===== src/design/dsrerr_defines.vh =====
// Register map, field positions and reset values of the error and audio clock bank.
// Assumes byte-wide registers on a plain address/strobe port with 8-bit addresses.
`ifndef DSRERR_DEFINES_VH
`define DSRERR_DEFINES_VH

// ************************************************************
// Offsets
// ************************************************************
`define DSRERR_ADDR_W 8
`define DSRERR_DATA_W 8
`define DSRERR_OFS_RSVD_A 8'h07
`define DSRERR_OFS_RSVD_B 8'h08
`define DSRERR_OFS_RSVD_C 8'h09
`define DSRERR_OFS_RSVD_D 8'h0a
`define DSRERR_OFS_RSVD_E 8'h0b
`define DSRERR_OFS_LIMIT 8'h0c
`define DSRERR_OFS_DECCNT 8'h0d
`define DSRERR_OFS_PRBSCNT 8'h0e
`define DSRERR_OFS_MCLKCFG 8'h12
`define DSRERR_OFS_ID 8'h1e
`define DSRERR_OFS_REV 8'h1f

// ************************************************************
// Reset values and fields
// ************************************************************
`define DSRERR_RST_RSVD_A 8'h54
`define DSRERR_RST_RSVD_B 8'h30
`define DSRERR_RST_RSVD_C 8'hc8
`define DSRERR_RST_RSVD_D 8'h12
`define DSRERR_RST_RSVD_E 8'h20
`define DSRERR_RST_LIMIT 8'h00
`define DSRERR_RST_COUNT 8'h00
`define DSRERR_RST_MCLKCFG 8'h00
`define DSRERR_ZERO8 8'h00
`define DSRERR_CNT_MAX 8'hff
`define DSRERR_SRC_BIT 7
`define DSRERR_DIV_HI 6
`define DSRERR_DIV_LO 0
`define DSRERR_DIV_W 7
`define DSRERR_DIV_ZERO 7'h00
`define DSRERR_DIV_ONE 7'h01
`define DSRERR_REV_W 4

`endif


===== src/design/dsrerr_sat_counter.v =====
// Saturating 8-bit event counter with synchronous clear and hold-at-zero.
// Assumes the event input is already synchronous to core_clk.
`include "dsrerr_defines.vh"

module dsrerr_sat_counter (
  // Clock and reset
  input wire core_clk,
  input wire rst_n,
  // Control
  input wire holdZero,
  input wire clear,
  input wire event_in,
  // Count
  output reg [`DSRERR_DATA_W-1:0] count
);

  always @(posedge core_clk) begin
    if (!rst_n) begin
      count <= `DSRERR_RST_COUNT;
    end else if (holdZero || clear) begin
      count <= `DSRERR_ZERO8;
    end else if (event_in && count != `DSRERR_CNT_MAX) begin
      // Saturate rather than wrap so a burst never looks like a clean link
      count <= count + 8'h01;
    end
  end

endmodule // dsrerr_sat_counter


===== src/design/dsrerr_clk_div.v =====
// Divider producing the audio master clock from one of two source enables.
// Assumes both source ticks are one-cycle pulses synchronous to core_clk.
`include "dsrerr_defines.vh"

module dsrerr_clk_div (
  // Clock and reset
  input wire core_clk,
  input wire rst_n,
  // Sources and setting
  input wire pixTick,
  input wire oscTick,
  input wire useOsc,
  input wire [`DSRERR_DIV_W-1:0] divide,
  // Divided output
  output reg mclkOut
);

  reg [`DSRERR_DIV_W-1:0] tickCnt;
  reg [`DSRERR_DIV_W-1:0] next_tickCnt;
  wire srcTick;

  assign srcTick = useOsc ? oscTick : pixTick;

  // Next position within the period, wrapped at the divider value
  always @* begin
    next_tickCnt = tickCnt + `DSRERR_DIV_ONE;
    if (next_tickCnt >= divide) begin
      next_tickCnt = `DSRERR_DIV_ZERO;
    end
  end

  // A divider of zero parks the output low; odd settings give an uneven duty
  always @(posedge core_clk) begin
    if (!rst_n) begin
      tickCnt <= `DSRERR_DIV_ZERO;
      mclkOut <= 1'b0;
    end else if (divide == `DSRERR_DIV_ZERO) begin
      tickCnt <= `DSRERR_DIV_ZERO;
      mclkOut <= 1'b0;
    end else if (srcTick) begin
      tickCnt <= next_tickCnt;
      // High for the first half of the period, rounded up; a divider of one stays high
      mclkOut <= next_tickCnt < (divide - (divide >> 1));
    end
  end

endmodule // dsrerr_clk_div


===== src/design/dsrerr_regs.v =====
// Error threshold, error counters, audio clock setting and identity registers.
// Assumes software uses a one-cycle strobe port; link events are pins.
//
// The address-and-strobe port was decided locally.
`include "dsrerr_defines.vh"

// Contract
// - Writable 8-bit error limit, resets to zero
// - Error output low when count exceeds limit
// - Read-only 8-bit decode error counter, zero at reset
// - Counter held at zero during test pattern mode
// - Source bit picks pixel clock or oscillator
module dsrerr_regs #(
  parameter [7:0] DEVICE_ID = 8'h5a,      // Arbitrary value
  parameter [3:0] DEVICE_REV = 4'h1       // Arbitrary value
) (
  // Clock and reset
  input wire core_clk,
  input wire rst_n,
  // Register port
  input wire [`DSRERR_ADDR_W-1:0] regAddr,
  input wire [`DSRERR_DATA_W-1:0] regWrData,
  input wire regWrite,
  input wire regRead,
  output reg [`DSRERR_DATA_W-1:0] regRdData,
  // Link events (pins, asynchronous)
  input wire decodeFaultPin,
  input wire testPatternFaultPin,
  input wire testPatternModePin,
  input wire pixelClockTickPin,
  input wire oscTickPin,
  // Outputs
  output reg errorOut_n,
  output reg audioMasterClock
);

  // ************************************************************
  // Pin synchronisers
  // ************************************************************
  reg [4:0] syncA;
  reg [4:0] syncB;
  reg decPrev;
  reg prbsPrev;
  reg pixPrev;
  reg oscPrev;
  wire decEvent;
  wire prbsEvent;
  wire pixTick;
  wire oscTick;
  wire testMode;

  always @(posedge core_clk) begin
    if (!rst_n) begin
      syncA <= 5'h00;
      syncB <= 5'h00;
      decPrev <= 1'b0;
      prbsPrev <= 1'b0;
      pixPrev <= 1'b0;
      oscPrev <= 1'b0;
    end else begin
      syncA <= {oscTickPin, pixelClockTickPin, testPatternModePin,
                testPatternFaultPin, decodeFaultPin};
      syncB <= syncA;
      decPrev <= syncB[0];
      prbsPrev <= syncB[1];
      pixPrev <= syncB[3];
      oscPrev <= syncB[4];
    end
  end

  // Rising edges of the second stage for the four event pins, so each pin event counts once; test mode is taken as a level
  assign decEvent = syncB[0] & ~decPrev;
  assign prbsEvent = syncB[1] & ~prbsPrev;
  assign testMode = syncB[2];
  assign pixTick = syncB[3] & ~pixPrev;
  assign oscTick = syncB[4] & ~oscPrev;

  // ************************************************************
  // Registers
  // ************************************************************
  reg [`DSRERR_DATA_W-1:0] decodeFaultLimit;
  reg [`DSRERR_DATA_W-1:0] audioClockConfig;
  wire [`DSRERR_DATA_W-1:0] decodeFaultCount;
  wire [`DSRERR_DATA_W-1:0] testPatternFaultCount;
  wire audioMasterClockSource;
  wire [`DSRERR_DIV_W-1:0] audioMasterClockDivider;
  wire clkDivOut;

  always @(posedge core_clk) begin
    if (!rst_n) begin
      decodeFaultLimit <= `DSRERR_RST_LIMIT;
      audioClockConfig <= `DSRERR_RST_MCLKCFG;
    end else if (regWrite) begin
      if (regAddr == `DSRERR_OFS_LIMIT) begin
        decodeFaultLimit <= regWrData;
      end
      if (regAddr == `DSRERR_OFS_MCLKCFG) begin
        audioClockConfig <= regWrData;
      end
    end
  end

  assign audioMasterClockSource = audioClockConfig[`DSRERR_SRC_BIT];
  assign audioMasterClockDivider = audioClockConfig[`DSRERR_DIV_HI:`DSRERR_DIV_LO];

  // ************************************************************
  // Counters
  // ************************************************************
  dsrerr_sat_counter uDecCount (
    .core_clk(core_clk),
    .rst_n(rst_n),
    .holdZero(testMode),
    .clear(1'b0),
    .event_in(decEvent),
    .count(decodeFaultCount)
  );

  // Test pattern errors only mean something while the test runs
  dsrerr_sat_counter uPrbsCount (
    .core_clk(core_clk),
    .rst_n(rst_n),
    .holdZero(1'b0),
    .clear(1'b0),
    .event_in(prbsEvent & testMode),
    .count(testPatternFaultCount)
  );

  // ************************************************************
  // Outputs
  // ************************************************************
  always @(posedge core_clk) begin
    if (!rst_n) begin
      errorOut_n <= 1'b1;
    end else begin
      errorOut_n <= ~(decodeFaultCount > decodeFaultLimit);
    end
  end

  dsrerr_clk_div uClkDiv (
    .core_clk(core_clk),
    .rst_n(rst_n),
    .pixTick(pixTick),
    .oscTick(oscTick),
    .useOsc(audioMasterClockSource),
    .divide(audioMasterClockDivider),
    .mclkOut(clkDivOut)
  );

  always @(posedge core_clk) begin
    if (!rst_n) begin
      audioMasterClock <= 1'b0;
    end else begin
      audioMasterClock <= clkDivOut;
    end
  end

  // ************************************************************
  // Read port
  // ************************************************************
  // Unmapped addresses and writes to read-only places read back zero / are ignored
  always @(posedge core_clk) begin
    if (!rst_n) begin
      regRdData <= `DSRERR_ZERO8;
    end else if (regRead) begin
      case (regAddr)
        `DSRERR_OFS_RSVD_A: regRdData <= `DSRERR_RST_RSVD_A;
        `DSRERR_OFS_RSVD_B: regRdData <= `DSRERR_RST_RSVD_B;
        `DSRERR_OFS_RSVD_C: regRdData <= `DSRERR_RST_RSVD_C;
        `DSRERR_OFS_RSVD_D: regRdData <= `DSRERR_RST_RSVD_D;
        `DSRERR_OFS_RSVD_E: regRdData <= `DSRERR_RST_RSVD_E;
        `DSRERR_OFS_LIMIT: regRdData <= decodeFaultLimit;
        `DSRERR_OFS_DECCNT: regRdData <= decodeFaultCount;
        `DSRERR_OFS_PRBSCNT: regRdData <= testPatternFaultCount;
        `DSRERR_OFS_MCLKCFG: regRdData <= audioClockConfig;
        `DSRERR_OFS_ID: regRdData <= DEVICE_ID;
        `DSRERR_OFS_REV: regRdData <= {{`DSRERR_REV_W{1'b0}}, DEVICE_REV};
        default: regRdData <= `DSRERR_ZERO8;
      endcase
    end else begin
      regRdData <= `DSRERR_ZERO8;
    end
  end

endmodule // dsrerr_regs


===== config.mk =====
export PLATFORM = sky130hd
export DESIGN_NAME = dsrerr_regs
export DESIGN_NICKNAME = d
export VERILOG_FILES = /design/src/design/dsrerr_sat_counter.v /design/src/design/dsrerr_clk_div.v /design/src/design/dsrerr_regs.v
export VERILOG_INCLUDE_DIRS = /design/src /design/src/design
export SDC_FILE = /design/constraint.sdc
export NUM_CORES = 1
export LEC_CHECK = 0
export BUFFER_PORTS_ARGS = -buffer_cell sky130_fd_sc_hd__clkbuf_2
export CAP_MARGIN = 20
export CELL_PAD_IN_SITES_DETAIL_PLACEMENT = 1
export CELL_PAD_IN_SITES_GLOBAL_PLACEMENT = 1
export CORE_MARGIN = 5
export CORE_UTILIZATION = 49
export CTS_BUF_LIST = sky130_fd_sc_hd__clkbuf_16
export CTS_CLUSTER_SIZE = 10
export DETAILED_ROUTE_END_ITERATION = 10
export PLACE_DENSITY = 0.85
export SLEW_MARGIN = 0
export SYNTH_ARGS = -nofsm -noshare
export SYNTH_HDL_FRONTEND = slang
export SYNTH_SLANG_ARGS = --single-unit

===== constraint.sdc =====
create_clock -name core_clk -period 5.4 [get_ports core_clk]
set_input_delay 1.08 -clock core_clk [delete_from_list [all_inputs] [get_ports core_clk]]
set_output_delay 1.08 -clock core_clk [all_outputs]
set_load 0.01 [all_outputs]

==> results.md, run 1 <==
- GRT Util Overall: roughly a quarter
- Clock root cell: clkbuf_16
- Crit end category: flop
- Top cells by area, synth: dfxtp_1, ha_1, and2_1, mux2i_1, nand3_1
- RSZ-0062 raised after global routing: no
- Yosys warnings: 0
- Initial antenna violation count: 0
- Worst slew pin tran: approximately 720 ps
- Reg2reg setup slack: 1380 ps
- Hold buffer count at cts: 0
- Distinct cells, synth: 60
- PwrDens: 290 mW/mm2
- Top FF cell, synth: dfxtp_1
- Num CTS Buffers: 9
- Detailed-route DRC error count: 0
- # rows: 32
- Post-synth EDFFs: 0
- Cell Area, Synth: roughly 0.0038 mm2
- Placed Cells: 559
- Post-CTS Setup Bufs: 0
- DP HPWL: 7.52 mm
- CP Class: reg2reg
- Die Y-Extent: 97.5 um
- CP max FO: 9
- Worst Hold Class: reg2reg
- Die Wd: ~100 um
- Synth top area share: approximately a third
- Status: complete, no violations
- Fraction of layout cells with a size suffix above 1: between 10% and 20%
- Slew Limit Fails: 0
- Clk_lat worst skew: 330 ps
- Pwr Total: approximately 1300 uW
- Placer Congestion: between 0.9 and 1
- Yosys reg bits: 64
- Largest net degree at the start of global routing: 47
- Vias: approximately 3400
- Crit path buf inv count: 1
- GR Layer Usage met1: 28.9%
- Tcrit/Tclk final: 74.5%
- Async set-or-reset flop fraction in the synthesized netlist: 0%
- Final Util: around 57%
- Core ar.: 0.00761 mm2
- DR pass1 iterations: 4
- # resized after CTS: 0
- Grt ovf: 0
- Syn Area/Cell: approximately 8.6 um2
- Worst slew margin: between 50% and 60%
- Syn_nets: 498
- Drt total wl: approximately 11 mm
- Startpoint Class: flop
- Area leader, netlist: dfxtp_1
- Tmin final: around 4000 ps
- Area Growth Syn to Fin: 16.0%
- Fillers: around 930
- Grt met2 use: 39.7%
- First-pass GRT wire length: 17.7 mm
- I/O Pins: 35
- Max stage delay cell, worst path: a221oi_1
- Fin nets: approximately 530
- Leakage: between 0.0015 and 0.002 uW
- Die Footprint: about 0.0095 mm2
- Fin Clk Skew: between 6 and 7 ps
- H-tree levels: 3
- Initial core utilization: just under 50%
- CP Data Arrival Time: approximately 4200 ps
- Hold Fails Final Rpt: 0
- Crit path max-delay family: simple AND/OR/NAND/NOR gates
- Number of antenna diodes: 0
- CTS tree: done
- Critical Path Max Stage Delay: 540 ps
- Crit-path most repeated cell: ha_1
- Clock sinks: between 60 and 70
- Synth Instances: 439
- CTS Buffer Depth: 2
- Most common library cell in the layout ignoring fill and taps: dfxtp_1
- ANT nets after route: 0
- Sequential fraction of the synthesis area: 34.1%
- Worst-path clk slew: ~60 ps
- Port bufs: 34
- DR iter-0 viols: between 150 and 200
- Via density: about 5.8
- Critical-path cell list: ha_1 > nand3_1 > xnor2_1 > ha_1 > and4_1 > a221oi_1 > buf_2 > and2_1 > ha_1 > nand4_1 > or4_1 > a32o_1
- Met3 Track Usage GR: between 4 and 5%
- Max Clk Rate: around 0.25 GHz
- Worst hold margin: 430 ps
- Finished Layout Cells: 576
- WL per Instance: between 15 and 20 um
- Peak supply drop: just over 0.2 mV
- Number of global-route vias before repair: approximately 3600
- Most frequent cells in the layout: dfxtp_1, nand2_1, clkbuf_2, ha_1
- Max-cap violations: 0
- Final setup fails: 0
- Setup TNS: 0 ps
- Req. time, crit path: approximately 5600 ps
- Global route hottest layer: met2
==> path summary, 6_finish.rpt <==
path / from / end / cells after the start
max: uClkDiv.tickCnt[0]$_SDFFE_PP0P_ / uClkDiv.mclkOut$_SDFFE_PP0P_ / 12
min reg2reg: syncA[4]$_SDFF_PN0_ / syncB[4]$_SDFF_PN0_ / 1
max reg2reg: uClkDiv.tickCnt[0]$_SDFFE_PP0P_ / uClkDiv.mclkOut$_SDFFE_PP0P_ / 12
min: syncA[4]$_SDFF_PN0_ / syncB[4]$_SDFF_PN0_ / 1
==> sequential cells by signal, indices dropped and copies added, names as in the netlist <==
signal            cells
audioClockConfig      8
uDecCount.count       8
syncB                 5
pixPrev               1
uPrbsCount.count      8
audioMasterClock      1
uClkDiv.tickCnt       7
syncA                 5
decPrev               1
oscPrev               1
uClkDiv.mclkOut       1
decodeFaultLimit      8
regRdData             8
errorOut_n            1
prbsPrev              1
==> synthesized netlist by cell type, drive strengths merged, types with 3 or more instances <==
cell type	instances
buf	8
mux2i	14
nor2b	19
or3	6
nand2b	5
a21boi	3
a21oi	21
xor2	8
inv	27
and2	27
a22oi	4
o22ai	3
nand4	5
xnor2	9
o21a	3
a31oi	3
o21ai	29
ha	33
dfxtp	64
nand3	28
nand3b	4
clkbuf	10
a32o	4
nor2	21
nor3	13
nand2	35
==> where the power goes <==
group	internal (uW)	switching [uW]	total [uW]
Clock	499	225	724
Sequential	478	2.66	480
Combinational	22.3	37.2	59.5
==> metal layers <==
layer / up-vias / wire (um)
met1: 1639 / 4760
met4: 0 / 244
met2: 79 / 5360
met5: - / 0
met3: 21 / 532
li1: 1616 / -
==> area by class of cell <==
type                    count  area, um2  share of cell area, %
inverters                  27        101                   2.33
well taps                 102        128                   2.93
clock inverters             7        143                   3.27
clock buffers               9        225                   5.17
repair buffers             37        190                   4.37
flip-flops and latches     64       1280                   29.4
multi-input cells         330       2290                   52.5
==> through the flow <==
stage                     instance area (um2)  worst slack [ps]
after floorplan                          3750              2120
after global placement                   3980              1480
after global routing                     4360              1240
after CTS                                4350              1100
final                                    4360              1380
after detailed placement                 3980              1140
==> cell families after synthesis <==
kind of cell,after synthesis,synth area share [%]
muxes,15,4.03
DFF,64,34.1
xor gates and xnor gates,17,3.97
buffers and inverters,45,4.93
adders and majority gates,34,11.5
and+or+nand+nor,175,25.5
AOI/OAI and AO/OA,89,15.9
No activity file was read; power rests on OpenSTA's default activity.
==> inputs of run 2 (changes only) <==
--- a/config.mk
+++ b/config.mk
@@ -6,16 +6,17 @@
 export SDC_FILE = /design/constraint.sdc
 export NUM_CORES = 1
 export LEC_CHECK = 0
+export ABC_AREA = 1
 export BUFFER_PORTS_ARGS = -buffer_cell sky130_fd_sc_hd__clkbuf_2
 export CAP_MARGIN = 20
 export CELL_PAD_IN_SITES_DETAIL_PLACEMENT = 1
 export CELL_PAD_IN_SITES_GLOBAL_PLACEMENT = 1
 export CORE_MARGIN = 5
-export CORE_UTILIZATION = 49
+export CORE_UTILIZATION = 39
 export CTS_BUF_LIST = sky130_fd_sc_hd__clkbuf_16
 export CTS_CLUSTER_SIZE = 10
 export DETAILED_ROUTE_END_ITERATION = 10
-export PLACE_DENSITY = 0.85
+export PLACE_DENSITY = 0.75
 export SLEW_MARGIN = 0
 export SYNTH_ARGS = -nofsm -noshare
 export SYNTH_HDL_FRONTEND = slang
==> constraint.sdc (replaced) <==
create_clock -name core_clk -period 3.3 [get_ports core_clk]
set_input_delay 0.66 -clock core_clk [delete_from_list [all_inputs] [get_ports core_clk]]
set_output_delay 0.66 -clock core_clk [all_outputs]
set_load 0.01 [all_outputs]
==> run 2 against run 1 <==
Global-route usage fell by 4.7 points. Count of clock-buffer cells in the layout did not move. Flip-flop and latch count unchanged. Critical path depth up 6. Via count is 2.6% lower. Synthesized area shrank 4.6%. Worst hold slack got worse by 18 ps. Critical path type unchanged.
==> results.md, run 2 <==
- Worst hold path depth: 2 (was 1)
- Initial antenna violation count: 0 (unchanged)
- Number of global-route vias before repair: 3463 (was 3554)
- DP HPWL: 7.63 mm (was 7.52 mm)
- ANT nets after route: 0 (unchanged)
- Distinct cells, synth: 42 (was 60)
- Num CTS Buffers: 9 (unchanged)
- Top FF cell, synth: dfxtp_1 (unchanged)
- Worst r2r dst: uClkDiv.mclkOut$_SDFFE_PP0P_ (unchanged)
- Detailed-route DRC error count: 0 (unchanged)
- Grt ovf: 0 (unchanged)
- Via density: 5.14 (was 5.82)
- Setup TNS: 0 ps (unchanged)
- Max Clk Rate: 0.334 GHz (was 0.249 GHz)
- Area leader, netlist: dfxtp_1 (unchanged)
- Port bufs: 34 (unchanged)
- Worst slew pin tran: 672 ps (was 720 ps)
- Yosys warnings: 0 (unchanged)
- Final Util: 45.3% (was 57.3%)
- Fillers: 1177 (was 925)
- DR iter-0 viols: 157 (was 190)
- CTS Buffer Depth: 2 (unchanged)
- Number of antenna diodes: 0 (unchanged)
- GRT Util Overall: 18.7% (was 23.3%)
- Synth Instances: 481 (was 439)
- Top cells by area, synth: dfxtp_1, ha_1, inv_1, nand2_1, a21oi_1 (was dfxtp_1, ha_1, and2_1, mux2i_1, nand3_1)
- Vias: 3268 (was 3355)
- Hold_sp: syncA[1]$_SDFF_PN0_ (was syncA[4]$_SDFF_PN0_)
- PwrDens: 422 mW/mm2 (was 290 mW/mm2)
- Startpoint Class: flop (unchanged)
- Cell Area, Synth: 0.00358 mm2 (was 0.00375 mm2)
- First-pass GRT wire length: 16.6 mm (was 17.7 mm)
- Hold Fails Final Rpt: 0 (unchanged)
- Area Growth Syn to Fin: 15.3% (was 16.0%)
- Yosys reg bits: 64 (unchanged)
- Post-synth EDFFs: 0 (unchanged)
- Complex-gate fraction of the synthesized area: 17.5% (was 15.9%)
- CTS tree: done (unchanged)
- Syn Area/Cell: 7.44 um2 (was 8.55 um2)
- Crit end category: flop (unchanged)
- Most common library cell in the layout ignoring fill and taps: inv_1 (was dfxtp_1)
- Fraction of layout cells with a size suffix above 1: 15.0% (was 13.3%)
- Largest net degree at the start of global routing: 40 (was 47)
- Req. time, crit path: 3550 ps (was 5620 ps)
- Simple-gate share of the synthesized area: 21.1% (was 25.5%)
- Placer Congestion: 0.845 (was 0.940)
- Mux cell area share after synthesis: 0% (was 4.03%)
- Worst r2r src: uClkDiv.tickCnt[0]$_SDFFE_PP0P_ (unchanged)
- WHS Endpoint: syncB[1]$_SDFF_PN0_ (was syncB[4]$_SDFF_PN0_)
- Final setup fails: 0 (unchanged)
- Core ar.: 0.00911 mm2 (was 0.00761 mm2)
- Sequential fraction of the synthesis area: 35.8% (was 34.1%)
- Slew Limit Fails: 0 (unchanged)
- CP Data Arrival Time: 3240 ps (was 4240 ps)
- Worst Hold Class: reg2reg (unchanged)
- # rows: 35 (was 32)
- Die Footprint: 0.0112 mm2 (was 0.00951 mm2)
- Most frequent cells after synthesis: inv_1, nand2_1, dfxtp_1, a21oi_1, nor2_1 (was dfxtp_1, nand2_1, ha_1)
- RSZ-0062 raised after global routing: no (unchanged)
- Xor/xnor share of the synthesized area: 2.45% (was 3.97%)
- Peak supply drop: 0.272 mV (was 0.202 mV)
- Drt total wl: 9.95 mm (was 10.9 mm)
- Most frequent cells in the layout: inv_1, nand2_1, dfxtp_1, a21oi_1, nor2_1 (was dfxtp_1, nand2_1, clkbuf_2, ha_1)
- Worst slew margin: 54.6% (was 51.9%)
- Die Y-Extent: 106 um (was 97.5 um)
- Main combinational cell family by area after synthesis: simple AND/OR/NAND/NOR gates (unchanged)
- Max-cap violations: 0 (unchanged)
- H-tree levels: 3 (unchanged)
- Worst Reg-to-Reg Cells: 18 (was 12)
- Syn_nets: 540 (was 498)
- DR pass1 iterations: 4 (unchanged)
- Post-CTS Setup Bufs: 0 (unchanged)
- Top-count cell post-synth: inv_1 (was dfxtp_1)
- Synth top area share: 35.8% (was 34.1%)
- Fin nets: 579 (was 528)
- Leakage: 0.00195 uW (was 0.00172 uW)
- Die Wd: 106 um (was 97.5 um)
- Clk_lat worst skew: 330 ps (about the same)
- I/O Pins: 35 (unchanged)
- CP Class: reg2reg (unchanged)
- Clock root cell: clkbuf_16 (unchanged)
- Post-synthesis adder-cell area fraction: 12.1% (was 11.5%)
- Pwr Total: 1740 uW (was 1260 uW)
- Fin Clk Skew: 6.69 ps (was 6.79 ps)
- WL per Instance: 15.6 um (was 18.9 um)
- Async set-or-reset flop fraction in the synthesized netlist: 0% (unchanged)
- Status: complete, no violations (unchanged)
- Tmin final: 2990 ps (was 4020 ps)
- CP max FO: 5 (was 9)
- Reg2reg setup slack: 310 ps (was 1380 ps)
- Worst-path clk slew: 60 ps (about the same)
- Initial core utilization: 39.3% (was 49.3%)
- Clock sinks: 64 (unchanged)
- Tcrit/Tclk final: 90.6% (was 74.5%)
[run 2: cell types whose count changed in the layout (fill, tap and decap cells not counted), sizes merged, moves of 8 or more]
cell and delta:
a21oi +31, and2 -27, inv +65, mux2i -14
nand2 +52, nand3 -13, nor2 +18, nor2b -19
nor3 -8, o21ai +11, xnor2 -8
[run 2: per-layer routing]
metal | vias up | part of all wire, % | track usage [%] | wire (um)
met1 | 1569 | 42 | 20.6 | 4190
li1 | 1642 | - | - | -
met4 | 0 | 2.2 | 6.66 | 220
met3 | 17 | 2.5 | 3.80 | 253
met5 | - | 0 | 0 | 0
met2 | 40 | 53 | 35.2 | 5280
[run 2: metrics by stage]
step	instance area, um2	worst slack, ps	hold slack (ps)	std cells
6_report	4130	310	412	636
3_5_place_dp	3850	218	402	620
2_1_floorplan	3580	732	390	481
5_1_grt	4130	13.6	426	636
4_1_cts	4130	199	416	636
3_3_place_gp	3850	531	394	620
[run 2: cell type report]
cell class / count / area (um2) / area share, %
Clock buffer: 9 / 225 / 5.45
Sequential cell: 64 / 1280 / 31.1
Multi-Input combinational cell: 317 / 1900 / 46.1
Clock inverter: 7 / 47.5 / 1.15
Tap cell: 111 / 139 / 3.36
Timing Repair Buffer: 35 / 178 / 4.30
Inverter: 93 / 355 / 8.61
[run 2: timing repair]
| action | in CTS | in global routing |
|---|---|---|
| setup endpoints to repair | 0 | 1 |
| gates resized for setup | 0 | 1 |
| hold buffers | 0 | 0 |
[run 2: kinds of logic after synthesis]
group / count (synthesis)
buffers and inverters: 100
AND/OR/NAND/NOR: 160
XOR/XNOR: 10
adder cells (fa/ha/maj): 34
flip-flops: 64
AO/OA/AOI/OAI: 113
[run 2: worst max path at each step]
stage                                    start  slack (ps)                            to
6_report       uClkDiv.tickCnt[0]$_SDFFE_PP0P_         310  uClkDiv.mclkOut$_SDFFE_PP0P_
5_1_grt        uClkDiv.tickCnt[0]$_SDFFE_PP0P_          10  uClkDiv.mclkOut$_SDFFE_PP0P_
4_1_cts        uClkDiv.tickCnt[0]$_SDFFE_PP0P_         200  uClkDiv.mclkOut$_SDFFE_PP0P_
3_5_place_dp   uClkDiv.tickCnt[0]$_SDFFE_PP0P_         220  uClkDiv.mclkOut$_SDFFE_PP0P_
3_3_place_gp   uClkDiv.tickCnt[0]$_SDFFE_PP0P_         530  uClkDiv.mclkOut$_SDFFE_PP0P_
2_1_floorplan  uClkDiv.tickCnt[0]$_SDFFE_PP0P_         730  uClkDiv.mclkOut$_SDFFE_PP0P_
[run 2: worst max-delay path, stage by stage, from the launching register on]
cell      delay [ps]
dfxtp_2          370
ha_1             180
nand2_1           60
inv_1            110
nand4_1          110
xor2_1           200
inv_1             70
ha_1             310
nand2_1          110
inv_1             40
a21oi_1          170
nand2_1          150
nor2_1           170
ha_1             270
a21oi_1          150
nor2_1            60
a211oi_1         190
nand2_1           80
a21oi_1          120
[run 2: power by group]
part | switching [uW] | internal, uW | total [uW] | leakage (uW)
Clock | 362 | 507 | 869 | 0.000132
Sequential | 4.18 | 783 | 787 | 0.000519
Combinational | 56.7 | 30.4 | 87.0 | 0.00130
==> inputs of run 3 (changes only) <==
--- a/config.mk
+++ b/config.mk
@@ -6,17 +6,15 @@
 export SDC_FILE = /design/constraint.sdc
 export NUM_CORES = 1
 export LEC_CHECK = 0
-export ABC_AREA = 1
 export BUFFER_PORTS_ARGS = -buffer_cell sky130_fd_sc_hd__clkbuf_2
 export CAP_MARGIN = 20
 export CELL_PAD_IN_SITES_DETAIL_PLACEMENT = 1
 export CELL_PAD_IN_SITES_GLOBAL_PLACEMENT = 1
-export CORE_MARGIN = 5
-export CORE_UTILIZATION = 39
+export CORE_UTILIZATION = 41
 export CTS_BUF_LIST = sky130_fd_sc_hd__clkbuf_16
 export CTS_CLUSTER_SIZE = 10
 export DETAILED_ROUTE_END_ITERATION = 10
-export PLACE_DENSITY = 0.75
+export PLACE_DENSITY = 0.79
 export SLEW_MARGIN = 0
 export SYNTH_ARGS = -nofsm -noshare
 export SYNTH_HDL_FRONTEND = slang
==> run 3 against run 2 <==
The flow now finishes with violations (design-rule violations). Global-route usage rose by 3.9 points. Via count is 1.8% higher. Count of clock-buffer cells in the layout did not move. Flip-flop and latch count unchanged. Largest power group unchanged.
==> results.md, run 3 (synthesis results as in run 1) <==
- Port bufs: 34 (unchanged)
- Area Growth Syn to Fin: 18.0% (was 15.3%)
- Largest net degree at the start of global routing: 23 (was 40)
- Max-cap violations: 0 (unchanged)
- # rows: 34 (was 35)
- Detailed-route DRC error count: 10 (was 0)
- Clk_lat worst skew: 330 ps (about the same)
- Number of antenna diodes: 0 (unchanged)
- Slew Limit Fails: 0 (unchanged)
- DP HPWL: 7.50 mm (was 7.63 mm)
- ANT nets after route: 0 (unchanged)
- CP max FO: 7 (was 5)
- Peak supply drop: 0.264 mV (was 0.272 mV)
- Crit end category: flop (unchanged)
- Final setup fails: 0 (unchanged)
- CTS Buffer Depth: 2 (unchanged)
- Clock sinks: 64 (unchanged)
- Number of global-route vias before repair: 3481 (was 3463)
- WL per Instance: 17.5 um (was 15.6 um)
- Die Wd: 97.7 um (was 106 um)
- Violated checks: design-rule violations
- CP Launch Point: uClkDiv.tickCnt[4]$_SDFFE_PP0P_ (was uClkDiv.tickCnt[0]$_SDFFE_PP0P_)
- Clock root cell: clkbuf_16 (unchanged)
- Die Footprint: 0.00954 mm2 (was 0.0112 mm2)
- Hold buffer count at cts: 0 (unchanged)
- Initial core utilization: 42.6% (was 39.3%)
- Most frequent cells in the layout: dfxtp_1, nand2_1, clkbuf_2, ha_1, inv_1 (was inv_1, nand2_1, dfxtp_1, a21oi_1, nor2_1)
- Worst r2r src: uClkDiv.tickCnt[4]$_SDFFE_PP0P_ (was uClkDiv.tickCnt[0]$_SDFFE_PP0P_)
- Worst r2r dst: uClkDiv.mclkOut$_SDFFE_PP0P_ (unchanged)
- Grt ovf: 0 (unchanged)
- DR pass1 iterations: 8 (was 4)
- Fraction of layout cells with a size suffix above 1: 16.7% (was 15.0%)
- First-pass GRT wire length: 17.0 mm (was 16.6 mm)
- Final instance area: 0.00443 mm2 (was 0.00413 mm2)
- CTS tree: done (unchanged)
- Tmin final: 3240 ps (was 2990 ps)
- CP Class: reg2reg (unchanged)
- Max Clk Rate: 0.309 GHz (was 0.334 GHz)
- Fin nets: 539 (was 579)
- Placer Congestion: 0.868 (was 0.845)
- Die Y-Extent: 97.7 um (was 106 um)
- Vias: 3327 (was 3268)
- Worst-path clk slew: 50 ps (was 60 ps)
- Drt total wl: 10.4 mm (was 9.95 mm)
- PwrDens: 407 mW/mm2 (was 422 mW/mm2)
- Worst slew pin tran: 724 ps (was 672 ps)
- Reg2reg setup slack: 60 ps (was 310 ps)
- Area post-placement: 0.00406 mm2 (was 0.00385 mm2)
- Setup TNS: 0 ps (unchanged)
- Hold Fails Final Rpt: 0 (unchanged)
- H-tree levels: 3 (unchanged)
- Leakage: 0.00175 uW (was 0.00195 uW)
- DR iter-0 viols: 121 (was 157)
- Tcrit/Tclk final: 98.1% (was 90.6%)
- Startpoint Class: flop (unchanged)
- Core ar.: 0.00881 mm2 (was 0.00911 mm2)
- Status: finished with violations (was complete, no violations)
- Fin Clk Skew: 8.32 ps (was 6.69 ps)
- Req. time, crit path: 3520 ps (was 3550 ps)
- Finished Layout Cells: 593 (was 636)
- CP Data Arrival Time: 3450 ps (was 3240 ps)
- Worst Reg-to-Reg Cells: 13 (was 18)
- Placed Cells: 574 (was 620)
- Most common library cell in the layout ignoring fill and taps: dfxtp_1 (was inv_1)
- GRT Util Overall: 22.6% (was 18.7%)
- Initial antenna violation count: 0 (unchanged)
- Via density: 5.61 (was 5.14)
- CP Capture Point: uClkDiv.mclkOut$_SDFFE_PP0P_ (unchanged)
- Worst Hold Class: reg2reg (unchanged)
- Worst slew margin: 51.4% (was 54.6%)
- I/O Pins: 35 (unchanged)
- Num CTS Buffers: 9 (unchanged)
[run 3: cell count changes in the layout (fill, tap and decap cells not counted), moves of 14 or more]
cell     before  now
a21oi_1      49   20
and2_1        0   27
inv_1        86   29
mux2i_1       0   14
nand2_1      80   35
nor2_1       36   21
nor2b_1       0   19
[run 3: worst min path at each step]
stage	cells past startpoint	slack, ps	endpoint	start
after floorplan	1	410	syncB[0]$_SDFF_PN0_	syncA[0]$_SDFF_PN0_
after global placement	1	420	syncB[4]$_SDFF_PN0_	syncA[4]$_SDFF_PN0_
after detailed placement	1	420	syncB[0]$_SDFF_PN0_	syncA[0]$_SDFF_PN0_
after CTS	1	440	syncB[0]$_SDFF_PN0_	syncA[0]$_SDFF_PN0_
after global routing	1	450	syncB[4]$_SDFF_PN0_	syncA[4]$_SDFF_PN0_
final	1	430	syncB[1]$_SDFF_PN0_	syncA[1]$_SDFF_PN0_
[run 3: metrics by stage]
stage	hold WS (ps)	util (%)	worst slack, ps	total power (uW)
6_report	434	50.3	62.5	1800
5_1_grt	448	50.3	-104	1870
4_1_cts	437	49.6	28.4	1820
3_5_place_dp	424	46.1	-109	898
3_3_place_gp	417	46.1	76.4	894
2_1_floorplan	412	-	24.4	862
[run 3: repair_timing]
action / in CTS / in global routing
resized for setup: 4 / 8
setup buffers: 0 / 3
setup endpoints to repair: 1 / 1
pin swaps: 0 / 1
[run 3: metal layers]
metal	routed length [um]	vias up	global-route usage, %	share of wire, %
met1	4850	1598	28.7	47
met4	156	0	9.44	1.5
met3	448	12	3.81	4.3
met5	0	-	0	0
met2	4950	74	37.8	48
li1	-	1643	-	-
[run 3: final cells by class]
class	instances	area, um2
clock inverters	7	65.1
flip-flops and latches	64	1280
multi-input cells	330	2340
inverters	27	101
well taps	108	135
clock buffers	9	225
repair buffers	48	275
fillers	1061	4380
[run 3: power by group]
| part | switching (uW) | internal, uW | total [uW] |
|---|---|---|---|
| combinational | 59.4 | 37.8 | 97.3 |
| sequential | 3.81 | 782 | 786 |
| clock | 343 | 577 | 920 |
| total | 406 | 1400 | 1800 |
[run 3: worst max-delay path, cell delays in order, from the launching register on]
cell	delay [ps]
dfxtp_1	350
and3_1	200
nand3_1	140
xnor2_2	180
ha_1	340
a21oi_2	170
nand2_1	100
a221oi_2	310
buf_4	190
and2_1	130
ha_1	150
nand4_1	140
or4_1	500
a32o_1	230
